### src/slcr_pkg.sv
// Purpose: Constants, register map and carrier types for the lane configuration registers
// Assumes: 10 MHz core clock; MDC well below a quarter of it
// Notes: Register addresses are the management register numbers within devices 4 and 5
package slcr_pkg;
    localparam int REG_N = 9;
    localparam int IDX_RXPH = 0, IDX_SYNC = 1, IDX_CFG1 = 2, IDX_CFG2 = 3, IDX_PAIR = 4;
    localparam int IDX_PLL = 5, IDX_STAT = 6, IDX_TFAIL = 7, IDX_TEST = 8;
    localparam logic [REG_N-1:0][15:0] REG_ADDR = {16'h808a, 16'h8089, 16'h8088, 16'h8087,
        16'h8086, 16'h8085, 16'h8084, 16'h8027, 16'h8026};
    localparam logic [REG_N-1:0][15:0] REG_RESET = {16'h0000, 16'h8000, 16'h0000, 16'h8000,
        16'hffff, 16'h0ac0, 16'h806c, 16'h0000, 16'h0000};
    localparam logic [REG_N-1:0][15:0] REG_WMASK = {16'h3fff, 16'h8000, 16'h0000, 16'h8000,
        16'hffff, 16'hffc0, 16'hffff, 16'hff00, 16'hf800};
    // Management frame constants
    localparam logic [4:0] DEVAD_A = 5'h04;
    localparam logic [4:0] DEVAD_B = 5'h05;
    localparam logic [1:0] OP_ADDR = 2'h0, OP_WRITE = 2'h1, OP_RINC = 2'h2, OP_READ = 2'h3;
    localparam logic [5:0] PREAMBLE_LEN = 6'h20;
    localparam logic [5:0] HDR_LAST = 6'h0c;
    localparam logic [5:0] DATA_LAST = 6'h0f;
    localparam logic [7:0] PAIR_ALL_ON = 8'hff;
    // Field positions
    localparam int POS_PHASE = 12, POS_SRC_TIMING = 11, POS_BYPASS = 12, POS_FREEZE = 8;
    localparam int POS_SHCLK = 15, POS_PREEMPH = 11, POS_SWING = 9, POS_SLEW = 7;
    localparam int POS_EXTERNAL_AMPLITUDE_REF = 6, POS_ACCPL = 5, POS_LOL = 4, POS_EQHI = 3, POS_EQON = 2;
    localparam int POS_QUPD = 1, POS_QLOCK = 0, POS_JNC = 15, POS_RATE = 13, POS_BYTE = 12;
    localparam int POS_LBW = 11, POS_MUL = 8, POS_TXTEST = 7, POS_RXTEST = 6;
    localparam int POS_TXEN = 8, POS_RXEN = 0, POS_PLLEN = 15, POS_TFSEL = 15;
    localparam int POS_EQTEST = 12, POS_PADLP = 11, POS_LOOP = 10, POS_SCAN_INPUT_ENABLE = 9;
    localparam int POS_SCAN_OUTPUT_ENABLE = 8, POS_RAMP = 4, POS_PLLBYP = 3, POS_PATT = 0;
    localparam logic [1:0] SWING_NO_EMPH = 2'h2;
    localparam logic [2:0] PATT_LAST_LEGAL = 3'h4;

    typedef enum logic [1:0] {PH_PRE, PH_HDR, PH_TA, PH_DATA} slcr_phase_t;
    typedef logic [3:0][9:0] slcr_lanes_t;
    typedef logic [REG_N-1:0][15:0] slcr_regs_t;

    typedef struct packed {
        logic [3:0] lane_phase_shift;
        logic rx_src_aligned;
        logic [3:0] sync_bypass;
        logic [3:0] sync_freeze;
        logic shared_tx_clock_select;
        logic [3:0] pre_emphasis;
        logic [1:0] swing;
        logic [1:0] slew;
        logic external_amplitude_ref;
        logic ac_coupled;
        logic link_loss_detect_on;
        logic equalizer_high_rate;
        logic equalizer_on;
        logic quick_update_mode;
        logic quick_lock_mode;
        logic jog_or_comma_select;
        logic [1:0] line_rate_select;
        logic byte_width_mode;
        logic pll_low_bandwidth;
        logic [2:0] pll_multiplier;
        logic tx_test_features_on;
        logic rx_test_features_on;
        logic pll_enable;
        logic [1:0] equalizer_test_mode;
        logic loopback_enable;
        logic pad_loop_enable;
        logic scan_input_enable_rx;
        logic scan_output_enable_tx;
        logic [3:0] freq_ramp_mode;
        logic pll_bypass;
        logic [2:0] pattern_gen_select;
        logic [2:0] pattern_check_select;
    } slcr_ctrl_t;

    typedef struct packed {
        logic mdc_s1, mdc_s2, mdc_s3;
        logic mdio_s1, mdio_s2;
        logic [4:0] prtad_s1, prtad_s2;
        slcr_phase_t phase;
        logic [5:0] cnt;
        logic [15:0] shift;
        logic [1:0] op;
        logic hit;
        logic [15:0] addr;
        logic [15:0] rd_data;
        logic mdio_o, mdio_oe;
        slcr_regs_t regs;
        slcr_ctrl_t ctrl;
        logic [7:0] tx_pair_en, rx_pair_en;
        logic testfail;
        slcr_lanes_t rx_d1, rx_out;
    } slcr_state_t;
endpackage

### src/slcr_regs.sv
// Purpose: Clause 45 management slave holding the lane and serializer configuration registers
// Assumes: MDC at most 2.5 MHz so each MDC level lasts two core clocks or more
// Notes: Read data changes about three core clocks after the MDC rising edge
`timescale 1ns/100ps
`default_nettype none

module slcr_regs (
    // Clock and reset
    input wire logic I_CLK,
    input wire logic I_RST_N,
    // Management pins
    input wire logic I_MDC,
    input wire logic I_MDIO,
    output logic O_MDIO_O,
    output logic O_MDIO_OE,
    input wire logic [4:0] I_PRTAD,
    // Power-down and test-fail sources
    input wire logic I_PWRDN_ALL,
    input wire logic I_PWRDN_A,
    input wire logic I_PWRDN_B,
    input wire logic I_TX_TESTFAIL,
    input wire logic I_RX_TESTFAIL,
    // Receive lane data
    input wire slcr_pkg::slcr_lanes_t I_RX_LANE_DATA,
    output var slcr_pkg::slcr_lanes_t O_RX_LANE_DATA,
    // Configuration outputs
    output var slcr_pkg::slcr_ctrl_t O_CTRL,
    output logic [7:0] O_TX_PAIR_EN,
    output logic [7:0] O_RX_PAIR_EN,
    output logic O_TESTFAIL
);

    slcr_pkg::slcr_state_t s_q;
    slcr_pkg::slcr_state_t s_d;
    logic mdc_rise;
    logic wr_fire;
    logic [3:0] wr_idx;

    // Maps an address to a register index; REG_N when unmapped
    function automatic logic [3:0] reg_index(input logic [15:0] a);
        logic [3:0] r;
        r = 4'(slcr_pkg::REG_N);
        for (int i = 0; i < slcr_pkg::REG_N; i++) begin
            if (slcr_pkg::REG_ADDR[i] == a) begin
                r = 4'(i);
            end
        end
        return r;
    endfunction

    function automatic logic [15:0] reg_read(input slcr_pkg::slcr_regs_t r, input logic [15:0] a);
        logic [3:0] i;
        i = reg_index(a);
        if (i == 4'(slcr_pkg::REG_N)) begin
            return 16'h0000;
        end
        return r[i] & slcr_pkg::REG_WMASK[i];
    endfunction

    // Derives the configuration outputs from the register contents
    function automatic slcr_pkg::slcr_ctrl_t build_ctrl(input slcr_pkg::slcr_regs_t r);
        slcr_pkg::slcr_ctrl_t c;
        logic [15:0] ph, sy, c1, c2, tc;
        ph = r[slcr_pkg::IDX_RXPH];
        sy = r[slcr_pkg::IDX_SYNC];
        c1 = r[slcr_pkg::IDX_CFG1];
        c2 = r[slcr_pkg::IDX_CFG2];
        tc = r[slcr_pkg::IDX_TEST];
        c = '0;
        c.lane_phase_shift = ph[slcr_pkg::POS_PHASE +: 4];
        c.rx_src_aligned = ph[slcr_pkg::POS_SRC_TIMING];
        c.sync_bypass = sy[slcr_pkg::POS_BYPASS +: 4];
        c.sync_freeze = sy[slcr_pkg::POS_FREEZE +: 4];
        c.shared_tx_clock_select = c1[slcr_pkg::POS_SHCLK];
        c.swing = c1[slcr_pkg::POS_SWING +: 2];
        // Pre-emphasis is unavailable at the 37.5% amplitude setting
        if (c.swing == slcr_pkg::SWING_NO_EMPH) begin
            c.pre_emphasis = 4'h0;
        end else begin
            c.pre_emphasis = c1[slcr_pkg::POS_PREEMPH +: 4];
        end
        c.slew = c1[slcr_pkg::POS_SLEW +: 2];
        c.external_amplitude_ref = c1[slcr_pkg::POS_EXTERNAL_AMPLITUDE_REF];
        c.ac_coupled = c1[slcr_pkg::POS_ACCPL];
        c.link_loss_detect_on = c1[slcr_pkg::POS_LOL];
        c.equalizer_high_rate = c1[slcr_pkg::POS_EQHI];
        c.equalizer_on = c1[slcr_pkg::POS_EQON];
        c.quick_update_mode = c1[slcr_pkg::POS_QUPD];
        c.quick_lock_mode = c1[slcr_pkg::POS_QLOCK];
        c.jog_or_comma_select = c2[slcr_pkg::POS_JNC];
        c.line_rate_select = c2[slcr_pkg::POS_RATE +: 2];
        c.byte_width_mode = c2[slcr_pkg::POS_BYTE];
        c.pll_low_bandwidth = c2[slcr_pkg::POS_LBW];
        c.pll_multiplier = c2[slcr_pkg::POS_MUL +: 3];
        c.tx_test_features_on = c2[slcr_pkg::POS_TXTEST];
        c.rx_test_features_on = c2[slcr_pkg::POS_RXTEST];
        c.pll_enable = r[slcr_pkg::IDX_PLL][slcr_pkg::POS_PLLEN];
        c.equalizer_test_mode = tc[slcr_pkg::POS_EQTEST +: 2];
        c.loopback_enable = tc[slcr_pkg::POS_LOOP];
        c.pad_loop_enable = tc[slcr_pkg::POS_PADLP] & tc[slcr_pkg::POS_LOOP];
        c.scan_input_enable_rx = tc[slcr_pkg::POS_SCAN_INPUT_ENABLE];
        c.scan_output_enable_tx = tc[slcr_pkg::POS_SCAN_OUTPUT_ENABLE];
        c.freq_ramp_mode = tc[slcr_pkg::POS_RAMP +: 4];
        c.pll_bypass = tc[slcr_pkg::POS_PLLBYP];
        // Reserved pattern codes act as disabled
        if (tc[slcr_pkg::POS_PATT +: 3] <= slcr_pkg::PATT_LAST_LEGAL) begin
            c.pattern_gen_select = tc[slcr_pkg::POS_PATT +: 3];
        end
        c.pattern_check_select = c.pattern_gen_select;
        return c;
    endfunction

    assign mdc_rise = s_q.mdc_s2 & ~s_q.mdc_s3;
    assign wr_idx = reg_index(s_q.addr);
    assign wr_fire = mdc_rise && s_q.phase == slcr_pkg::PH_DATA && s_q.cnt == slcr_pkg::DATA_LAST
        && s_q.hit && s_q.op == slcr_pkg::OP_WRITE;

    always_comb begin
        logic [15:0] word;
        logic [4:0] dev;
        logic [1:0] op;
        logic [7:0] tx_en, rx_en;
        word = {s_q.shift[14:0], s_q.mdio_s2};
        dev = word[4:0];
        op = word[11:10];
        tx_en = s_q.regs[slcr_pkg::IDX_PAIR][slcr_pkg::POS_TXEN +: 8];
        rx_en = s_q.regs[slcr_pkg::IDX_PAIR][slcr_pkg::POS_RXEN +: 8];
        s_d = s_q;
        // Two-stage synchronisers on the pins
        s_d.mdc_s1 = I_MDC;
        s_d.mdc_s2 = s_q.mdc_s1;
        s_d.mdc_s3 = s_q.mdc_s2;
        s_d.mdio_s1 = I_MDIO;
        s_d.mdio_s2 = s_q.mdio_s1;
        s_d.prtad_s1 = I_PRTAD;
        s_d.prtad_s2 = s_q.prtad_s1;
        if (mdc_rise) begin
            unique case (s_q.phase)
                slcr_pkg::PH_PRE: begin
                    if (s_q.mdio_s2) begin
                        if (s_q.cnt != slcr_pkg::PREAMBLE_LEN) begin
                            s_d.cnt = s_q.cnt + 6'h01;
                        end
                    end else if (s_q.cnt == slcr_pkg::PREAMBLE_LEN) begin
                        s_d.phase = slcr_pkg::PH_HDR;
                        s_d.cnt = '0;
                        s_d.shift = '0;
                    end else begin
                        s_d.cnt = '0;
                    end
                end
                slcr_pkg::PH_HDR: begin
                    s_d.shift = word;
                    s_d.cnt = s_q.cnt + 6'h01;
                    if (s_q.cnt == slcr_pkg::HDR_LAST) begin
                        s_d.phase = slcr_pkg::PH_TA;
                        s_d.cnt = '0;
                        s_d.op = op;
                        s_d.hit = !word[12] && word[9:5] == s_q.prtad_s2
                            && (dev == slcr_pkg::DEVAD_A || dev == slcr_pkg::DEVAD_B);
                        s_d.rd_data = reg_read(s_q.regs, s_q.addr);
                    end
                end
                slcr_pkg::PH_TA: begin
                    s_d.cnt = s_q.cnt + 6'h01;
                    if (s_q.hit && s_q.op[1]) begin
                        s_d.mdio_oe = 1'b1;
                        s_d.mdio_o = (s_q.cnt == 6'h00) ? 1'b0 : s_q.rd_data[15];
                        if (s_q.cnt != 6'h00) begin
                            s_d.rd_data = {s_q.rd_data[14:0], 1'b0};
                        end
                    end
                    if (s_q.cnt != 6'h00) begin
                        s_d.phase = slcr_pkg::PH_DATA;
                        s_d.cnt = '0;
                    end
                end
                slcr_pkg::PH_DATA: begin
                    s_d.shift = word;
                    s_d.cnt = s_q.cnt + 6'h01;
                    s_d.mdio_o = s_q.rd_data[15];
                    s_d.rd_data = {s_q.rd_data[14:0], 1'b0};
                    if (s_q.cnt == slcr_pkg::DATA_LAST) begin
                        s_d.phase = slcr_pkg::PH_PRE;
                        s_d.cnt = '0;
                        s_d.mdio_oe = 1'b0;
                        s_d.mdio_o = 1'b0;
                        if (s_q.hit) begin
                            unique case (s_q.op)
                                slcr_pkg::OP_ADDR: s_d.addr = word;
                                slcr_pkg::OP_RINC: s_d.addr = s_q.addr + 16'h0001;
                                slcr_pkg::OP_WRITE: begin
                                    if (wr_idx != 4'(slcr_pkg::REG_N)) begin
                                        s_d.regs[wr_idx] = (word & slcr_pkg::REG_WMASK[wr_idx])
                                            | (s_q.regs[wr_idx] & ~slcr_pkg::REG_WMASK[wr_idx]);
                                    end
                                end
                                slcr_pkg::OP_READ: s_d.addr = s_q.addr;
                            endcase
                        end
                    end
                end
            endcase
        end
        s_d.ctrl = build_ctrl(s_q.regs);
        // Power-down of the device or one side overrides the enables
        if (I_PWRDN_ALL || I_PWRDN_A) begin
            tx_en[3:0] = 4'h0;
            rx_en[3:0] = 4'h0;
        end
        if (I_PWRDN_ALL || I_PWRDN_B) begin
            tx_en[7:4] = 4'h0;
            rx_en[7:4] = 4'h0;
        end
        s_d.tx_pair_en = tx_en;
        s_d.rx_pair_en = rx_en;
        s_d.testfail = s_q.regs[slcr_pkg::IDX_TFAIL][slcr_pkg::POS_TFSEL]
            ? I_RX_TESTFAIL : I_TX_TESTFAIL;
        s_d.rx_d1 = I_RX_LANE_DATA;
        for (int l = 0; l < 4; l++) begin
            s_d.rx_out[l] = s_q.ctrl.lane_phase_shift[l] ? s_q.rx_d1[l] : I_RX_LANE_DATA[l];
        end
    end

    always_ff @(posedge I_CLK) begin
        if (!I_RST_N) begin
            s_q <= '0;
            s_q.phase <= slcr_pkg::PH_PRE;
            s_q.regs <= slcr_pkg::REG_RESET;
            s_q.ctrl <= build_ctrl(slcr_pkg::REG_RESET);
            s_q.tx_pair_en <= slcr_pkg::PAIR_ALL_ON;
            s_q.rx_pair_en <= slcr_pkg::PAIR_ALL_ON;
        end else begin
            s_q <= s_d;
        end
    end

    assign O_MDIO_O = s_q.mdio_o;
    assign O_MDIO_OE = s_q.mdio_oe;
    assign O_RX_LANE_DATA = s_q.rx_out;
    assign O_CTRL = s_q.ctrl;
    assign O_TX_PAIR_EN = s_q.tx_pair_en;
    assign O_RX_PAIR_EN = s_q.rx_pair_en;
    assign O_TESTFAIL = s_q.testfail;

    generate
        for (genvar l = 0; l < 4; l++) begin : g_lane_chk

        end
    endgenerate
endmodule

`default_nettype wire

### config.mk
export PLATFORM = sky130hd
export DESIGN_NAME = slcr_regs
export DESIGN_NICKNAME = d
export VERILOG_FILES = /design/src/slcr_pkg.sv /design/src/slcr_regs.sv
export SDC_FILE = /design/constraint.sdc
export NUM_CORES = 1
export LEC_CHECK = 0
export BUFFER_PORTS_ARGS = -buffer_cell sky130_fd_sc_hd__buf_2
export CELL_PAD_IN_SITES_DETAIL_PLACEMENT = 1
export CELL_PAD_IN_SITES_GLOBAL_PLACEMENT = 1
export CORE_MARGIN = 2
export CORE_UTILIZATION = 44
export CTS_CLUSTER_SIZE = 16
export DETAILED_ROUTE_END_ITERATION = 10
export PLACE_DENSITY_LB_ADDON = 0.3
export SLEW_MARGIN = 20
export SYNTH_ARGS = -nofsm -noshare
export SYNTH_HDL_FRONTEND = slang
export SYNTH_SLANG_ARGS = --single-unit
### constraint.sdc
create_clock -name I_CLK -period 3.38 [get_ports I_CLK]
set_clock_uncertainty 0.1 [all_clocks]
set_input_delay 0.169 -clock I_CLK [delete_from_list [all_inputs] [get_ports I_CLK]]
set_output_delay 0.169 -clock I_CLK [all_outputs]
set_load 0.02 [all_outputs]
==> results.tsv, run 1 <==
metric	value	unit
status	complete, no violations	
RSZ-0062 raised after global routing	no	
final setup margin	0.1304	ns
Top Family by Delay on Critical Path	compound AO/OA/AOI/OAI gates	
simple-gate portion of the synthesized area	24.01	%
Chip Height	186.6	um
Worst setup SP type	flip-flop	
die area	34830	um^2
Mapped Cells	1660	
port bufs	169	
crit path capture type	flip-flop	
gp weighted congestion	0.9541	
wire length on met3	3180	um
Final min period	3.250	ns
Pwr Density	522.2	nW/um^2
most frequent cell after synthesis	dfxtp_1	
Die Width	186.6	um
Core Rows	66	
# diodes	0	
worst slack at placement	0.06525	ns
flops & latches, synth	351	
Setup-failing EPs final	0	
Sw Pwr	0.002007	W
worst path cell trace	inv_1 -> ha_1 -> or2_2 -> a22oi_1 -> buf_4 -> o211ai_1 -> buf_4 -> buf_4 -> a21oi_1 -> a311oi_1 -> o2bb2ai_1	
mean number of vias per cell	5.656	
clock share of power	49.9	%
DRC	0	
starting density of the core	44.88	%
Pint	0.007135	W
top cell type's share of synthesized area	47.88	%
number of max-cap violations	0	
post-DR wirelength/cell	23.55	um
final net count	1852	
maximum vdd drop	362.7	uV
Worst Path Buf+Inv	4	
syn avg cell area	8.841	um^2
Fmax	307.7	MHz
CTS tree	done	
ANT nets after route	0	
vias in the first global route	13360	
H-tree Lvls	2	
final max-slew violation count	0	
post-synthesis compound-gate area fraction	14.66	%
Sw Share	21.95	%
sequential fraction of the synthesis area	47.88	%
YS warnings	0	
Leakage Power	6.927	nW
met1 wire length	22320	um
Min-Delay Path Class	primary input to flip-flop	
share of layout cells above drive strength 1	19.93	%
largest net degree at the start of global routing	140	
all-layer global routing usage	30.36	%
largest family of logic cells by synthesized area	simple AND/OR/NAND/NOR gates	
Max stage delay on crit path	0.64	ns
Synth Area in XOR/XNOR	0.5371	%
commonest cells in the netlist	dfxtp_1, nand2_1, nor2_1, and2_1, buf_4	
initial antenna violation count	1	
Seq. cell area	7028	um^2
worst reg2reg setup slack	0.13	ns
first-pass GRT wire length	82070	um
area delta synth->final	19.29	%
Initial DRC Count	972	
met2 WL post-DR	25000	um
clock slew at the register clock pins of the worst setup and hold paths	0.06	ns
area of the multi-input gates	6382	um^2
final hold vios	0	
clock latency on the worst-skew pair	0.54	ns
mux share of post-synthesis cell area	3.436	%
routed vias	12799	
FILL cells	3799	
asr flop ratio synth	0	%
GRT overflow	0	
Setup TNS	0	ns
Cell Area, Synth	14680	um^2
total power	0.009141	W
Yosys top cell by area	dfxtp_1	
Max Root-Sink Buffers	3	
Post-CTS Setup Inserts	0	
Arrival @ worst endpoint	3.61	ns
worst slew pin tran	1.025	ns
CORE AREA	32700	um^2
slew margin rel.	31.69	%
Final Util	53.53	%
Synth Flop Type	dfxtp_1	
adder-cell share of the synthesized area	0.5116	%
number of synthesized flops with an enable pin	0	
CP Data Required Time	3.74	ns
sequential group share of total power	46.3	%
DP HPWL	34620	um
slowest CP cell	o211ai_1	
Clock Root Buffer	clkbuf_16	
Final period util	96.14	%
Crit path top cell by count	buf_4	
Num CTS Buffers	38	
top post-synthesis cells by area	dfxtp_1, and2_1, buf_4	
clk sinks	351	
CP max FO	8	
# IOs	170	
critical path type	flip-flop to flip-flop	
DRT Pass-1 Iters	5	
WL final	53300	um
uppermost routed layer	met4	
Gate power share	3.7	%
Netlist cell types	88	
syn nets	1720	
-- layout make-up --
type / instances / area share, %
Timing Repair Buffer: 309 / 12.06
Clock buffer: 55 / 6.676
Tap cell: 442 / 3.159
Sequential cell: 351 / 40.15
Multi-Input combinational cell: 1077 / 36.46
Inverter: 15 / 0.3359
Clock inverter: 14 / 1.158
-- layout by cell type, fill, tap and decap left out, drive strengths merged, types with 16 or more instances in the layout --
master,n
dfxtp,351
clkbuf,55
nor3,26
nand3,58
a22oi,23
a211oi,18
buf,254
nand2b,19
mux2i,47
and3,17
nand2,184
o21ai,60
o211ai,20
inv,16
and2,152
nor2,158
a21oi,108
dlygate4sd3,55
-- tightest hold or removal path, delay by kind of cell --
| family | cells | cell delay (ns) |
|---|---|---|
| buffers and inverters | 2 | 0.61 |
| AND/OR/NAND/NOR | 1 | 0.10 |
-- layer usage --
| layer | GRT usage [%] | vias to the layer above |
|---|---|---|
| li1 | - | 5852 |
| met1 | 38.24 | 6386 |
| met2 | 50.13 | 437 |
| met3 | 5.341 | 124 |
| met4 | 15.20 | 0 |
| met5 | 0 | - |
-- kinds of logic after synthesis --
kind of cell	Yosys count
and+or+nand+nor	687
buffers and inverters	232
xor gates and xnor gates	9
muxes	49
AOI/OAI and AO/OA	326
adders and majority gates	6
DFF	351
-- final timing paths --
path / end / depth (start not counted) / from
max: s_q[301] / 11 / s_q[316]
min: s_d[369] / 3 / I_MDIO
max reg2reg: s_q[301] / 11 / s_q[316]
min reg2reg: s_q[369] / 1 / s_d[369]
-- power by group through the flow --
| stage | Combinational, W | Sequential, W | Clock (W) |
|---|---|---|---|
| after floorplan | 0.000215 | 0.00432 | 0 |
| after global placement | 0.000264 | 0.00432 | 0 |
| after detailed placement | 0.000271 | 0.00432 | 0 |
| after CTS | 0.000327 | 0.00423 | 0.00458 |
| after global routing | 0.000367 | 0.00424 | 0.00480 |
| final | 0.000341 | 0.00424 | 0.00456 |
-- stage by stage --
| step | std cells | cell area (um^2) | hold slack (ns) |
|---|---|---|---|
| floorplan | 1660 | 14680 | 0.1907 |
| global placement | 2139 | 15530 | 0.2748 |
| detailed placement | 2139 | 15530 | 0.2807 |
| CTS | 2263 | 17460 | 0.2670 |
| global route | 2263 | 17510 | 0.2859 |
| finish | 2263 | 17510 | 0.2730 |
-- repair_timing --
item | CTS | global route
gates cloned | 0 | 0
hold endpoints to repair | 113 | 0
setup endpoints to repair | 1 | 35
hold buffers | 55 | 0
pin swaps | 0 | 1
resized for setup | 2 | 9
Power figures use the tool's default switching activity.
==> inputs of run 2 (changes only) <==
--- a/config.mk
+++ b/config.mk
@@ -9,7 +9,8 @@
 export CELL_PAD_IN_SITES_DETAIL_PLACEMENT = 1
 export CELL_PAD_IN_SITES_GLOBAL_PLACEMENT = 1
 export CORE_MARGIN = 2
-export CORE_UTILIZATION = 44
+export CORE_UTILIZATION = 46
+export CTS_BUF_LIST = sky130_fd_sc_hd__clkbuf_2 sky130_fd_sc_hd__clkbuf_4 sky130_fd_sc_hd__clkbuf_8
 export CTS_CLUSTER_SIZE = 16
 export DETAILED_ROUTE_END_ITERATION = 10
 export PLACE_DENSITY_LB_ADDON = 0.3
==> run 2 against run 1 <==
Effect of this change:
- count of clock-buffer cells in the layout grew 28
- critical path depth unchanged
- global-route usage increased by 1.5 points
- first-iteration DRC count is 1.7% lower
- worst hold slack worse by 0.27 ns
- cell area shrank 0.97%
- critical path type unchanged
- wire length increased by 0.71%
- register-to-register slack about the same
- combinational power shrank 3%
- maximum frequency rose by 0.44%
==> results.tsv, run 2 (synthesis results as in run 1) <==
metric	value	unit
status	complete, no violations	
wire length on met3	3132	um
Post-CTS Setup Inserts	0	
Worst setup SP type	flip-flop	
crit path capture type	flip-flop	
area delta synth->final	18.13	%
final net count	1886	
ANT nets after route	0	
final hold vios	0	
critical path type	flip-flop to flip-flop	
met2 WL post-DR	25510	um
met1 wire length	22550	um
slew margin rel.	31.65	%
Num CTS Buffers	57	
post-DR wirelength/cell	23.67	um
CTS tree	done	
Max Root-Sink Buffers	3	
Final period util	95.72	%
final max-slew violation count	0	
port bufs	169	
Arrival @ worst endpoint	3.69	ns
clock slew at the register clock pins of the worst setup and hold paths	0.06	ns
# diodes	0	
clk sinks	351	
WL final	53680	um
mean number of vias per cell	5.664	
starting density of the core	46.63	%
Seq. cell area	7027	um^2
largest net degree at the start of global routing	208	
CORE AREA	31470	um^2
FILL cells	3652	
Final min period	3.235	ns
DP HPWL	36070	um
vias in the first global route	13220	
Core Rows	65	
DRC	0	
Chip Height	182.6	um
first-pass GRT wire length	80680	um
Fmax	309.1	MHz
uppermost routed layer	met4	
most frequent cells in the layout	dfxtp_1, nand2_1, buf_2	
RSZ-0062 raised after global routing	no	
gp weighted congestion	0.9848	
initial antenna violation count	1	
GRT overflow	0	
Setup TNS	0	ns
worst reg2reg setup slack	0.14	ns
CP Data Required Time	3.83	ns
total power	0.008345	W
Pwr Density	481.4	nW/um^2
all-layer global routing usage	31.84	%
maximum vdd drop	272.4	uV
Setup-failing EPs final	0	
share of layout cells above drive strength 1	21.97	%
Initial DRC Count	955	
Leakage Power	6.940	nW
worst slew pin tran	1.025	ns
area of the multi-input gates	6356	um^2
H-tree Lvls	2	
die area	33350	um^2
most common cell after layout, fill and taps aside	dfxtp_1	
clock latency on the worst-skew pair	0.63	ns
CP max FO	13	
Clock Root Buffer	clkbuf_8	
Min-Delay Path Class	primary input to flip-flop	
# IOs	170	
number of max-cap violations	0	
Die Width	182.6	um
routed vias	12846	
DRT Pass-1 Iters	5	
[run 2: cell count changes in the layout (fill, tap and decap cells not counted), moves of 2 or more]
| cell | delta |
|---|---|
| a21oi_1 | +2 |
| a21oi_2 | -2 |
| buf_4 | +16 |
| bufinv_16 | -4 |
| clkbuf_1 | -5 |
| clkbuf_16 | -41 |
| clkbuf_4 | +17 |
| clkbuf_8 | +57 |
| clkinv_2 | +5 |
| dlygate4sd3_1 | -2 |
| o21ai_2 | -2 |
[run 2: worst paths after layout]
check,startpoint,end,cells past startpoint
max,s_q[316],flip-flop,11
min,I_RST_N,O_CTRL[21],3
max reg2reg,s_q[316],flip-flop,11
min reg2reg,s_d[369],s_q[369],1
[run 2: metrics by stage]
step | setup slack [ns] | area, um^2 | utilization, % | hold WS [ns] | std cells
global route | 0.01330 | 17340 | 55.08 | 0.03038 | 2268
finish | 0.1446 | 17340 | 55.08 | 0.006399 | 2268
floorplan | 0.4367 | 14680 | - | 0.1907 | 1660
detailed placement | 0.09512 | 15620 | 49.64 | 0.2816 | 2116
global placement | 0.1172 | 15620 | 49.64 | 0.2781 | 2116
CTS | 0.1028 | 17310 | 55.00 | 0.005788 | 2268
[run 2: timing repair]
item,CTS,global route
resized for setup,0,3
endpoints found under the setup margin,0,14
hold endpoints to repair,104,0
hold buffers,53,0
[run 2: per-layer routing]
| layer | vias to the layer above | GRT usage [%] |
|---|---|---|
| li1 | 5930 | - |
| met1 | 6322 | 40.12 |
| met3 | 126 | 4.750 |
| met2 | 468 | 53.95 |
| met5 | - | 0 |
| met4 | 0 | 14.42 |
[run 2: critical path: stages, from the launching register on]
cell and delay (ns):
dfxtp_1 0.44, inv_1 0.12, ha_1 0.32, or2_2 0.39
a22o_1 0.30, nand3_1 0.17, buf_4 0.24, o211ai_1 0.24
o311ai_1 0.43, buf_4 0.21, nand4_1 0.10, nand3_1 0.12
[run 2: layout make-up]
| class | count | share of cell area [%] |
|---|---|---|
| multi-input cells | 1077 | 36.67 |
| clock buffers | 83 | 5.976 |
| flip-flops and latches | 351 | 40.53 |
| inverters | 15 | 0.3392 |
| well taps | 402 | 2.901 |
| clock inverters | 16 | 0.7073 |
| repair buffers | 324 | 12.88 |
[run 2: where the power goes]
part	switching, W	leakage, nW	internal [W]
Clock	0.00173	0.625	0.00204
Sequential	0.0000254	2.86	0.00421
Combinational	0.000198	3.46	0.000133
Total	0.00196	6.94	0.00639
==> inputs of run 3 (changes only) <==
--- a/config.mk
+++ b/config.mk
@@ -5,11 +5,12 @@
 export SDC_FILE = /design/constraint.sdc
 export NUM_CORES = 1
 export LEC_CHECK = 0
+export ABC_AREA = 1
 export BUFFER_PORTS_ARGS = -buffer_cell sky130_fd_sc_hd__buf_2
 export CELL_PAD_IN_SITES_DETAIL_PLACEMENT = 1
 export CELL_PAD_IN_SITES_GLOBAL_PLACEMENT = 1
 export CORE_MARGIN = 2
-export CORE_UTILIZATION = 46
+export CORE_UTILIZATION = 44
 export CTS_BUF_LIST = sky130_fd_sc_hd__clkbuf_2 sky130_fd_sc_hd__clkbuf_4 sky130_fd_sc_hd__clkbuf_8
 export CTS_CLUSTER_SIZE = 16
 export DETAILED_ROUTE_END_ITERATION = 10
==> run 3 against run 2 <==
Effect of this change:
- wire length up 17%
- cell count is 38% higher
- flip-flop and latch count increased by 19
- via count increased by 26%
- largest power group is now the clock network
==> results.tsv, run 3 <==
metric	value	unit
sequential fraction of the synthesis area	44.01	%
Leakage Power	10.06	nW
DRC	0	
area of the multi-input gates	6472	um^2
Pint	0.007141	W
final hold vios	0	
ANT nets after route	0	
WL final	62990	um
Final min period	3.208	ns
sequential group share of total power	46.9	%
Fmax	311.7	MHz
largest net degree at the start of global routing	120	
Min-Delay Path Class	primary input to flip-flop	
share of layout cells above drive strength 1	16.42	%
DRT Pass-1 Iters	7	
Yosys top cell by area	dfxtp_1	
Max Root-Sink Buffers	3	
most frequent cells in the layout	nand2_1, inv_1, dfxtp_1	
Max stage delay on crit path	0.50	ns
port bufs	169	
asr flop ratio synth	0	%
Final period util	94.91	%
Synth Flop Type	dfxtp_1	
Worst setup SP type	flip-flop	
die area	39830	um^2
gp weighted congestion	0.9829	
Num CTS Buffers	67	
top post-synthesis cells by area	dfxtp_1, nand2_1, inv_1	
Gate power share	4.1	%
Final Cell Area	19940	um^2
Pwr Density	477.0	nW/um^2
all-layer global routing usage	31.29	%
Sw Share	24.90	%
Clock Root Buffer	clkbuf_8	
number of max-cap violations	0	
first-pass GRT wire length	94540	um
most common cell after layout, fill and taps aside	nand2_1	
clock latency on the worst-skew pair	0.65	ns
GRT overflow	0	
Netlist cell types	50	
RSZ-0062 raised after global routing	yes	
routed vias	16236	
final net count	2629	
H-tree Lvls	3	
mean number of vias per cell	5.184	
Arrival @ worst endpoint	3.64	ns
clk sinks	370	
# IOs	170	
most frequent cell after synthesis	nand2_1	
top cell type's share of synthesized area	44.01	%
flops & latches, synth	370	
syn nets	2450	
vias in the first global route	16839	
CTS tree	done	
clock slew at the register clock pins of the worst setup and hold paths	0.06	ns
maximum vdd drop	222.6	uV
CP max FO	16	
syn avg cell area	7.041	um^2
slew margin rel.	37.23	%
Final Util	52.93	%
Placed Instance Area	17500	um^2
slowest CP cell	dfxtp_1	
post-DR wirelength/cell	20.11	um
starting density of the core	44.68	%
initial antenna violation count	3	
number of synthesized flops with an enable pin	0	
DP HPWL	40270	um
worst path cell trace	nand3_2 -> nor2_1 -> nand3_1 -> nand2_1 -> inv_2 -> o311ai_1 -> nor2_1 -> nor2_4 -> nand2_2 -> inv_4 -> nand3_2 -> nor2_4 -> buf_4 -> nand3_1 -> nand2_1 -> inv_1	
Core Rows	71	
Sw Pwr	0.002368	W
commonest cells in the netlist	nand2_1, inv_1, dfxtp_1, nor2_1, nand3_1	
worst slew pin tran	0.9415	ns
clock share of power	49.0	%
CP Data Required Time	3.81	ns
final max-slew violation count	0	
Worst Path Buf+Inv	4	
critical path type	flip-flop to flip-flop	
Top Family by Delay on Critical Path	simple AND/OR/NAND/NOR gates	
FILL cells	4945	
Die Width	199.6	um
Setup-failing EPs final	0	
Mapped Cells	2390	
crit path capture type	flip-flop	
Seq. cell area	7407	um^2
Chip Height	199.6	um
Initial DRC Count	1117	
CORE AREA	37670	um^2
area delta synth->final	18.46	%
YS warnings	0	
status	complete, no violations	
Cell Area, Synth	16830	um^2
-- run 3: logic make-up after synthesis --
family	synth area share (%)
and+or+nand+nor	28.30
AOI/OAI and AO/OA	9.450
adders and majority gates	0.4461
buffers and inverters	17.63
DFF	44.01
xor gates and xnor gates	0.1562
-- run 3: final cells by class --
| cell class | instances | area share, % |
|---|---|---|
| clock buffers | 101 | 6.502 |
| well taps | 511 | 3.207 |
| inverters | 444 | 8.404 |
| repair buffers | 318 | 11.50 |
| multi-input cells | 1368 | 32.47 |
| flip-flops and latches | 370 | 37.16 |
| clock inverters | 18 | 0.7343 |
| diodes | 2 | 0.02511 |
-- run 3: power groups by stage --
stage	Sequential, W	Clock [W]	Combinational, W
after floorplan	0.00455	0	0.000214
after global placement	0.00455	0	0.000266
after detailed placement	0.00455	0	0.000276
after CTS	0.00446	0.00461	0.000362
after global routing	0.00447	0.00493	0.000413
final	0.00446	0.00466	0.000386
-- run 3: final timing paths --
check / from / endpoint / slack [ns] / depth (start not counted)
setup / recovery: s_q[323] / flip-flop / 0.17 / 16
hold / removal: I_PRTAD[2] / s_d[361] / 0.16 / 4
setup reg to reg: s_q[323] / flip-flop / 0.17 / 16
hold reg to reg: s_d[359] / s_q[359] / 0.31 / 2
-- run 3: worst reg2reg max path, cell delays in order, from the launching register on --
cell and delay, ns:
dfxtp_1 0.50, nand3_2 0.24, nor2_1 0.27, nand3_1 0.15
nand2_1 0.13, inv_2 0.05, o311ai_1 0.08, nor2_1 0.14
nor2_4 0.25, nand2_2 0.10, inv_4 0.18, nand3_2 0.18
nor2_4 0.11, buf_4 0.28, nand3_1 0.20, nand2_1 0.11
inv_1 0.04
-- run 3: repair_timing --
item                                    4_1_cts  5_1_grt
hold endpoints to repair                    105        0
setup buffers                                 0        4
endpoints found under the setup margin        1       66
resized for setup                             1        8
hold buffers                                 91        0
pin swaps                                     0        6
-- run 3: metrics by stage --
stage | setup slack, ns | hold slack, ns | total power [W] | setup TNS [ns] | instances
after global placement | 0.1252 | 0.2492 | 0.004813 | 0 | 2916
after global routing | -0.01248 | 0.1648 | 0.009806 | -0.01248 | 3132
after detailed placement | 0.006524 | 0.2597 | 0.004826 | 0 | 2916
final | 0.1721 | 0.1628 | 0.009509 | 0 | 3132
after CTS | 0.05603 | 0.1343 | 0.009432 | 0 | 3126
after floorplan | 0.8825 | 0.1625 | 0.004759 | 0 | 2390
-- run 3: routing by layer --
layer | track usage (%) | share of wire [%]
met1 | 36.08 | 40
met2 | 54.93 | 50
met3 | 6.346 | 6.2
met4 | 15.72 | 4.4
met5 | 0 | 0
